`src/cycle_timing_pkg.sv`:
```
// Constants and types shared by the instruction cycle sequencer
package cycle_timing_pkg;
  localparam int unsigned CLK_HZ          = 50_000_000;
  localparam int unsigned INT_CYCLE_NS    = 20;                 // One core clock period
  localparam int unsigned INT_CYCLE_CLKS  = (INT_CYCLE_NS * (CLK_HZ / 1_000_000) + 999) / 1000;
  // Fetch counts
  localparam logic [1:0]  FETCH_NORMAL    = 2'h1;
  localparam logic [1:0]  FETCH_BRANCH    = 2'h3;
  // Internal cycle counts
  localparam logic [4:0]  INT_NONE        = 5'h00;
  localparam logic [4:0]  INT_ONE         = 5'h01;
  localparam logic [4:0]  INT_CP15        = 5'h02;
  localparam logic [4:0]  INT_MUL_MAX     = 5'h10;
  // Multiplier thresholds
  localparam int unsigned MUL_CAP_BIT     = 29;
  // Accepted coprocessor
  localparam logic [3:0]  CP_SYSCTRL      = 4'hF;
  localparam logic [3:0]  CP_REG_LIMIT    = 4'h7;
  // Instruction classes presented by decode
  typedef enum logic [3:0] {
    CLS_DATA_PROC                = 4'h0,
    CLS_PSR_MOVE                 = 4'h1,
    CLS_LOAD_SINGLE_WORD         = 4'h2,
    CLS_STORE_SINGLE_WORD        = 4'h3,
    CLS_LOAD_MULTIPLE_WORDS      = 4'h4,
    CLS_STORE_MULTIPLE_WORDS     = 4'h5,
    CLS_ATOMIC_SWAP              = 4'h6,
    CLS_BRANCH                   = 4'h7,
    CLS_SOFTWARE_INTERRUPT_OP    = 4'h8,
    CLS_MULTIPLY_OP              = 4'h9,
    CLS_COPROCESSOR_DATA_OP      = 4'hA,
    CLS_COPROCESSOR_LOAD         = 4'hB,
    CLS_COPROCESSOR_STORE        = 4'hC,
    CLS_MOVE_TO_COPROCESSOR      = 4'hD,
    CLS_MOVE_FROM_COPROCESSOR    = 4'hE
  } instr_class_e;
  // Execute phases, gray coded along idle, read, write, internal, fetch
  typedef enum logic [2:0] {
    PH_IDLE  = 3'h0,
    PH_READ  = 3'h1,
    PH_WRITE = 3'h3,
    PH_INT   = 3'h2,
    PH_FETCH = 3'h6
  } phase_e;
endpackage

```
`src/instruction_cycle_timing.sv`:
```
// Execute-stage cycle sequencer for a three stage fetch/decode/execute pipeline
`timescale 1ns/100ps

// Functional notes
// RULE1: Three instructions overlap: execute, decode, fetch
// RULE2: Failed condition costs one fetch only
// RULE3: Data op: 1 fetch; shift +1I; PC 3F
// RULE4: Load word: 1F 1R 1I; PC 3F
// RULE5: Store word: 1 fetch, 1 write
// RULE6: Load multiple: 1F nR 1I; PC 3F
// RULE7: Store multiple: 1 fetch, n writes
// RULE8: Swap: fetch, read, write, internal in order; the sequencer does read, write, internal, then the fetch last
// RULE9: Multiply: 1 fetch plus m internal cycles
// RULE10: Multiplier 0 or 1 costs 1S+1I
// RULE11: Multiplier at/above 2^29 costs 1S+16I
// RULE12: Coprocessor data/load/store take undefined trap
// RULE13: Only CP15 registers 0-7 transfers accepted
// RULE14: CP15 transfer: 1 fetch, 2 internal cycles
// RULE15: Internal cycle lasts one core clock
// RULE16: Fetch/read one cycle on hit, else stall
// RULE17: Buffered write stalls until buffer space
// RULE18: Buffer disabled: write waits full access
// RULE19: Coprocessor cycle lasts one coprocessor-clock period
// RULE20: Hold decode/fetch while execute waits memory
module instruction_cycle_timing
  import cycle_timing_pkg::*;
#(
  parameter int unsigned WORD_CNT_W = 5
) (
  input  wire logic                  clk_i,
  input  wire logic                  sys_rst_i,
  input  wire logic                  instr_valid_i,
  input  wire logic [3:0]            instr_class_i,
  input  wire logic                  cond_pass_i,
  input  wire logic                  reg_shift_i,
  input  wire logic                  pc_written_i,
  input  wire logic [WORD_CNT_W-1:0] word_count_i,
  input  wire logic [31:0]           multiplier_operand_register_i,
  input  wire logic [3:0]            cp_num_i,
  input  wire logic [3:0]            cp_reg_i,
  input  wire logic                  coprocessor_clock_en_i,
  input  wire logic                  cache_hit_i,
  input  wire logic                  mem_done_i,
  input  wire logic                  wbuf_enable_i,
  input  wire logic                  wbuf_space_i,
  output logic                       instr_ready_o,
  output logic                       advance_o,
  output logic                       fetch_cycle_o,
  output logic                       read_cycle_o,
  output logic                       write_cycle_o,
  output logic                       internal_cycle_o,
  output logic                       mem_request_o,
  output logic                       undef_trap_o,
  output logic [5:0]                 cycle_total_o
);

  typedef struct packed {
    phase_e                 phase;
    logic [WORD_CNT_W:0]    reads;
    logic [WORD_CNT_W:0]    writes;
    logic [4:0]             ints;
    logic [1:0]             fetches;
    logic                   swap_write;
    logic                   cp_slow;
    logic                   trap;
    logic [5:0]             total;
  } state_s;

  state_s st;
  state_s next_st;

  // Early-terminating multiply: m from multiplier magnitude
  function automatic logic [4:0] mul_cycles(input logic [31:0] v);
    logic [4:0] m;
    m = INT_ONE; // RULE10
    for (int k = 2; k <= 16; k++) begin
      if (v >= (32'h1 << (2 * k - 3))) begin
        m = 5'(k); // RULE9
      end
    end
    if (v >= (32'h1 << MUL_CAP_BIT)) begin
      m = INT_MUL_MAX; // RULE11
    end
    return m;
  endfunction

  instr_class_e cls;
  logic         cp_ok;
  logic         busy;
  logic         mem_phase;
  logic         mem_wait;
  logic         step;
  logic [WORD_CNT_W:0] n_words;

  assign cls       = instr_class_e'(instr_class_i);
  assign cp_ok     = (cp_num_i == CP_SYSCTRL) && (cp_reg_i <= CP_REG_LIMIT); // RULE13
  assign busy      = (st.phase != PH_IDLE);
  assign n_words   = {1'b0, word_count_i};
  assign mem_phase = (st.phase == PH_READ) || (st.phase == PH_WRITE) || (st.phase == PH_FETCH);

  // Stall decision per access kind
  always_comb begin
    mem_wait = 1'b0;
    case (st.phase)
      PH_FETCH: mem_wait = !cache_hit_i && !mem_done_i; // RULE16
      PH_READ:  mem_wait = !cache_hit_i && !mem_done_i; // RULE16
      PH_WRITE: mem_wait = wbuf_enable_i ? !wbuf_space_i : !mem_done_i; // RULE17 RULE18
      PH_INT:   mem_wait = st.cp_slow && !coprocessor_clock_en_i; // RULE19
      default:  mem_wait = 1'b0;
    endcase
  end
  assign step = busy && !mem_wait; // RULE15

  // Sequencer: load counts on accept, then walk R, W, I, then every fetch
  always_comb begin
    next_st = st;
    if (!busy && instr_valid_i) begin
      next_st.reads      = '0;
      next_st.writes     = '0;
      next_st.ints       = INT_NONE;
      next_st.fetches    = FETCH_NORMAL;
      next_st.swap_write = 1'b0;
      next_st.cp_slow    = 1'b0;
      next_st.trap       = 1'b0;
      if (cond_pass_i) begin // RULE2
        case (cls)
          CLS_DATA_PROC: begin
            next_st.ints    = reg_shift_i ? INT_ONE : INT_NONE; // RULE3
            next_st.fetches = pc_written_i ? FETCH_BRANCH : FETCH_NORMAL; // RULE3
          end
          CLS_LOAD_SINGLE_WORD: begin
            next_st.reads   = (WORD_CNT_W+1)'(1); // RULE4
            next_st.ints    = INT_ONE;
            next_st.fetches = pc_written_i ? FETCH_BRANCH : FETCH_NORMAL;
          end
          CLS_STORE_SINGLE_WORD: next_st.writes = (WORD_CNT_W+1)'(1); // RULE5
          CLS_LOAD_MULTIPLE_WORDS: begin
            next_st.reads   = n_words; // RULE6
            next_st.ints    = INT_ONE;
            next_st.fetches = pc_written_i ? FETCH_BRANCH : FETCH_NORMAL;
          end
          CLS_STORE_MULTIPLE_WORDS: next_st.writes = n_words; // RULE7
          CLS_ATOMIC_SWAP: begin
            next_st.reads      = (WORD_CNT_W+1)'(1); // RULE8
            next_st.swap_write = 1'b1;
            next_st.ints       = INT_ONE;
          end
          CLS_BRANCH, CLS_SOFTWARE_INTERRUPT_OP: next_st.fetches = FETCH_BRANCH;
          CLS_MULTIPLY_OP: next_st.ints = mul_cycles(multiplier_operand_register_i);
          CLS_MOVE_TO_COPROCESSOR, CLS_MOVE_FROM_COPROCESSOR: begin
            if (cp_ok) begin
              next_st.ints    = INT_CP15; // RULE14
              next_st.cp_slow = 1'b1; // RULE19
            end else begin
              next_st.trap    = 1'b1; // RULE13
              next_st.fetches = FETCH_BRANCH;
            end
          end
          CLS_COPROCESSOR_DATA_OP, CLS_COPROCESSOR_LOAD, CLS_COPROCESSOR_STORE: begin
            next_st.trap    = 1'b1; // RULE12
            next_st.fetches = FETCH_BRANCH;
          end
          default: next_st.fetches = FETCH_NORMAL;
        endcase
      end
      next_st.total = 6'(next_st.reads) + 6'(next_st.writes) + 6'(next_st.ints)
                    + (next_st.swap_write ? 6'h01 : 6'h00) + 6'(next_st.fetches);
      // Fixed order: reads, writes, internal, then fetches
      if (next_st.reads != '0) begin
        next_st.phase = PH_READ;
      end else if (next_st.writes != '0 || next_st.swap_write) begin
        next_st.phase = PH_WRITE;
      end else if (next_st.ints != INT_NONE) begin
        next_st.phase = PH_INT;
      end else begin
        next_st.phase = PH_FETCH;
      end
    end else if (step) begin
      case (st.phase)
        PH_READ: begin
          next_st.reads = st.reads - (WORD_CNT_W+1)'(1);
          if (st.reads == (WORD_CNT_W+1)'(1)) begin
            next_st.phase = (st.writes != '0 || st.swap_write) ? PH_WRITE // RULE8
                          : (st.ints != INT_NONE) ? PH_INT : PH_FETCH;
          end
        end
        PH_WRITE: begin
          next_st.swap_write = 1'b0;
          if (!st.swap_write) begin
            next_st.writes = st.writes - (WORD_CNT_W+1)'(1);
          end
          if (st.swap_write || st.writes == (WORD_CNT_W+1)'(1)) begin
            next_st.phase = (st.ints != INT_NONE) ? PH_INT : PH_FETCH;
          end
        end
        PH_INT: begin
          next_st.ints = st.ints - 5'h01;
          if (st.ints == INT_ONE) begin
            next_st.phase = PH_FETCH;
          end
        end
        PH_FETCH: begin
          next_st.fetches = st.fetches - 2'h1;
          if (st.fetches == FETCH_NORMAL) begin
            next_st.phase = PH_IDLE;
          end
        end
        default: next_st.phase = PH_IDLE;
      endcase
    end
  end

  // Single state register
  always_ff @(posedge clk_i or posedge sys_rst_i) begin
    if (sys_rst_i) begin
      st <= '{phase: PH_IDLE, reads: '0, writes: '0, ints: INT_NONE, fetches: 2'h0,
              swap_write: 1'b0, cp_slow: 1'b0, trap: 1'b0, total: 6'h00};
    end else begin
      st <= next_st;
    end
  end

  // Decode and prefetch only move when the last fetch of execute retires
  assign instr_ready_o    = !busy; // RULE1 RULE20
  assign advance_o        = (st.phase == PH_FETCH) && step && (st.fetches == FETCH_NORMAL); // RULE20
  assign fetch_cycle_o    = (st.phase == PH_FETCH);
  assign read_cycle_o     = (st.phase == PH_READ);
  assign write_cycle_o    = (st.phase == PH_WRITE);
  assign internal_cycle_o = (st.phase == PH_INT);
  assign mem_request_o    = mem_phase;
  assign undef_trap_o     = busy && st.trap;
  assign cycle_total_o    = st.total;

  a_trap_class: assert property (@(posedge clk_i) disable iff (sys_rst_i) // RULE12
    (!busy && instr_valid_i && cond_pass_i && (cls == CLS_COPROCESSOR_DATA_OP))
      |=> undef_trap_o)
    else $error("coprocessor data op did not trap");
  a_skip_cost: assert property (@(posedge clk_i) disable iff (sys_rst_i) // RULE2
    (!busy && instr_valid_i && !cond_pass_i) |=> fetch_cycle_o && cycle_total_o == 6'h01)
    else $error("skipped instruction not single fetch");
  a_cp15_cost: assert property (@(posedge clk_i) disable iff (sys_rst_i) // RULE14
    (!busy && instr_valid_i && cond_pass_i && cls == CLS_MOVE_TO_COPROCESSOR && cp_ok)
      |=> cycle_total_o == 6'h03)
    else $error("cp15 transfer cost wrong");
  a_mul_max: assert property (@(posedge clk_i) disable iff (sys_rst_i) // RULE11
    (!busy && instr_valid_i && cond_pass_i && cls == CLS_MULTIPLY_OP
      && multiplier_operand_register_i[31:29] != 3'h0) |=> cycle_total_o == 6'h11)
    else $error("large multiplier cost wrong");
  a_mul_min: assert property (@(posedge clk_i) disable iff (sys_rst_i) // RULE10
    (!busy && instr_valid_i && cond_pass_i && cls == CLS_MULTIPLY_OP
      && multiplier_operand_register_i[31:1] == 31'h0) |=> internal_cycle_o ##1 fetch_cycle_o)
    else $error("small multiply not 1S+1I");
  a_store_seq: assert property (@(posedge clk_i) disable iff (sys_rst_i) // RULE5
    (!busy && instr_valid_i && cond_pass_i && cls == CLS_STORE_SINGLE_WORD)
      |=> write_cycle_o && cycle_total_o == 6'h02)
    else $error("store word sequence wrong");
  a_read_stall: assert property (@(posedge clk_i) disable iff (sys_rst_i) // RULE16
    (read_cycle_o && !cache_hit_i && !mem_done_i) |=> $stable(st.reads) && read_cycle_o)
    else $error("read miss did not stall");
  a_write_stall: assert property (@(posedge clk_i) disable iff (sys_rst_i) // RULE17
    (write_cycle_o && wbuf_enable_i && !wbuf_space_i) |=> write_cycle_o)
    else $error("full write buffer did not stall");
  a_hold_fetch: assert property (@(posedge clk_i) disable iff (sys_rst_i) // RULE20
    (busy && mem_wait) |-> (!advance_o && !instr_ready_o) ##1 $stable(st.phase))
    else $error("pipeline advanced during stall");
  a_swap_order: assert property (@(posedge clk_i) disable iff (sys_rst_i) // RULE8
    (read_cycle_o && st.swap_write && step) |=> write_cycle_o)
    else $error("swap write did not follow read");

endmodule

```
`config.mk`:
```
export PLATFORM = sky130hd
export DESIGN_NAME = instruction_cycle_timing
export DESIGN_NICKNAME = d
export VERILOG_FILES = /design/src/cycle_timing_pkg.sv /design/src/instruction_cycle_timing.sv
export SDC_FILE = /design/constraint.sdc
export NUM_CORES = 1
export LEC_CHECK = 0
export BUFFER_PORTS_ARGS = -buffer_cell sky130_fd_sc_hd__buf_2
export CORE_MARGIN = 8
export CORE_UTILIZATION = 53
export DETAILED_ROUTE_END_ITERATION = 12
export PLACE_DENSITY = 0.88
export SYNTH_ARGS = -nofsm -noshare
export SYNTH_HDL_FRONTEND = slang
export SYNTH_SLANG_ARGS = --single-unit
```
`constraint.sdc`:
```
create_clock -name clk_i -period 2.5 [get_ports clk_i]
set_clock_uncertainty 0.2 [all_clocks]
set_input_delay 0.375 -clock clk_i [delete_from_list [all_inputs] [get_ports clk_i]]
set_output_delay 0.375 -clock clk_i [all_outputs]
set_load 0.01 [all_outputs]
```
==> summary.md <==
| Metric | Value |
|---|---|
| GR Overflow Total | 0 |
| Final worst slack | -0.954 ns |
| Layout cells sized above 1 | 38.3% |
| Number of buffers added on ports | 69 |
| Share of the synthesized area in the top cell type | 28.5% |
| CTS HTree Levels | 2 |
| DR pass1 iterations | 4 |
| Total Power | 2.77 mW |
| Simple-Gate Fraction of Synth Area | 27.8% |
| Routability-driven placement congestion ratio | 0.881 |
| CTS buffer count | 5 |
| CTS tree | yes |
| First-pass GRT wire length | 12600 µm |
| CTS Root Cell | clkbuf_8 |
| Synth Area in Compound Gates | 15.7% |
| Post-Syn Nets | 410 |
| RSZ-0062 raised after global routing | true |
| Clock network fraction of total power | 18.7% |
| Relative slew slack | 66.8% |
| Crit Path Max Fanout | 2 |
| Post-Synth Adder-Cell Area | 12.5% |
| Status | complete, but fails checks |
| Mapped cell area | 2720 µm² |
| Total routed wirelength | 7620 µm |
| DRC | 0 |
| Initial antenna violation count | 0 |
| Clk pin slew, worst setup/hold paths | 0.07 ns |
| Site Rows | 26 |
| Peak supply drop | 0.349 mV |
| Synth Flop Type | dfrtp_1 |
| Largest family of logic cells by synthesized area | simple AND/OR/NAND/NOR gates |
| DP Wirelength | 5890 µm |
| Vias in the first global route | 2877 |
| Mux contribution to synthesized area | 1.98% |
| Total GRT Usage | 20.6% |
| Placed Cells | 501 |
| PD cells | 742 nW/µm² |
| Max-Cap Viols | 0 |
| Syn_area_per_cell | 8.31 µm² |
| Sw power | 1.14 mW |
| Post-synth top cells | nand2_1, nor2_1, dfrtp_1, inv_1, o21ai_0 |
| Syn-to-layout area delta | 37.2% |
| Layout Cells excl Fill | 517 |
| Setup tns final | -4.24 ns |
| Cell-internal power | 1.63 mW |
| Worst-Margin Slew | 0.497 ns |
| Flop pwr share | 33.1% |
| Routed vias | 2763 |
| DR vias/cell | 5.34 |
| Logic pwr share | 48.1% |
| Largest net degree at the start of global routing | 32 |
| Seq/Total Area, Yosys | 28.5% |
| Core region area | 5040 µm² |
| Final hold vios | 0 |
| Clk Latency, worst-skew pair | 0.29 ns |
| WL per Instance | 14.7 µm |
| Height of the die | 87.6 µm |
| CP startpoint kind | input pin |
| Cell taking the most area after synthesis | dfrtp_1 |
| Synth cell types | 60 |
| Iter 0 DRT Violations | 139 |
| Min-Delay Path Class | in -> reg |
| Post-Synthesis Cells | 327 |
| YS warnings | 0 |
| Critical Path End Type | register |
| Slew Viols, Final | 0 |
| Maximum clock rate | 0.290 GHz |
| Setup violators final | 6 |
| Post-synth ARST share | 100% |
| CP Class | in -> reg |
| Setup WS pre-CTS | -1.29 ns |
| # IOs | 74 |
| Ant. Diodes | 0 |
| Net Sw Frac | 41.1% |
| Area contributors post-synth | dfrtp_1, ha_1, nand2_1, fa_1, nor2_1 |
| Final net count | 529 |
| Period utilization | 138% |
| Initial Utilization | 53.9% |
| FF+latch count, synth | 31 |
| Critical Path RT | 2.52 ns |
| Die area | 7680 µm² |
| Max clock buf depth | 2 |
| Sink Count | 31 |
| EDFF count, synth | 0 |
| Final antenna-violating net count | 0 |
| Fin crit period | 3.45 ns |
| Die Wd | 87.6 µm |
| CP arrival | 3.47 ns |
| LEAKAGE | 1.81 nW |
| Failing checks | setup timing |
| Most frequent cell after synthesis | nand2_1 |
| Post-synthesis xor/xnor area fraction | 6.44% |
[layout by cell type (no fill, tap or decap), types with 5 or more instances in the layout]
cell type and n:
buf_2 66, nand2b_1 5, o21ai_0 20, fa_1 6
xor2_1 5, a21oi_1 16, clkbuf_8 6, nand3_1 11
inv_1 22, buf_4 58, nor3_1 6, dfrtp_1 31
nor2_1 33, ha_1 14, xnor2_1 14, nand2_1 45
[state kept, by name (all words and copies together), names as in the netlist]
register and flops:
st 25, cycle_total_o 6
[metrics by stage]
stage               area [µm²]  utilization (%)  hold slack, ns
floorplan                 2760                -           0.242
global placement          3480             69.1           0.255
detailed placement        3480             69.1           0.268
CTS                       3680             73.0          0.0966
global route              3730             74.0           0.117
finish                    3730             74.0           0.108
[final timing paths]
kind / start / endpoint / slack [ns] / cells after the start
setup / recovery: multiplier_operand_register_i[22] / cycle_total_o[3] / -0.95 / 16
hold / removal: instr_valid_i / st[27] / 0.11 / 2
setup reg to reg: st[28] / st[30] / 0.24 / 6
hold reg to reg: cycle_total_o[3] / cycle_total_o[3] / 0.29 / 2
max in group asynchronous: sys_rst_i / st[14] / 1.29 / 4
min in group asynchronous: sys_rst_i / cycle_total_o[2] / 0.51 / 4
[final cells by class]
class	count	area, µm²
multi-input cells	254	1830
clock inverters	2	35.0
fillers	336	1310
flip-flops and latches	31	776
clock buffers	6	82.6
inverters	25	93.8
well taps	70	87.6
repair buffers	129	825
[cells by family after synthesis]
kind of cell    Yosys count
compound gates           67
xor+xnor                 20
fa+ha+maj                23
buf+inv                  42
flops                    31
mux                       5
simple gates            139
[power groups by stage]
stage / registers (mW) / logic [mW] / clock network [mW]
CTS: 0.913 / 1.32 / 0.522
global placement: 0.901 / 1.24 / 0
global route: 0.941 / 1.48 / 0.547
detailed placement: 0.920 / 1.30 / 0
floorplan: 0.846 / 1.00 / 0
finish: 0.918 / 1.33 / 0.519
[what timing repair did]
item	4_1_cts	5_1_grt
resized for setup	8	7
buffers inserted	4	3
setup endpoints to repair	6	6
pin swaps	16	9
hold endpoints to repair	31	0
hold buffers	1	0
[worst max-delay path, cell delays in order]
cell and delay [ns]:
buf_8 0.10, nor4_4 0.30, buf_4 0.15, buf_4 0.10
and2b_1 0.16, o31a_1 0.27, fa_1 0.51, fa_1 0.43
inv_2 0.09, ha_4 0.14, inv_2 0.04, fa_2 0.33
buf_4 0.14, buf_6 0.11, xor2_2 0.13, o21ai_1 0.10
[metal layers]
layer	GRT usage (%)	up-vias	part of all wire, %
met3	3.94	18	5.3
met1	23.1	1289	42
met5	0	-	0
met4	9.53	0	2.8
met2	36.8	99	50
li1	-	1357	-
No activity file was read; power rests on OpenSTA's default activity.
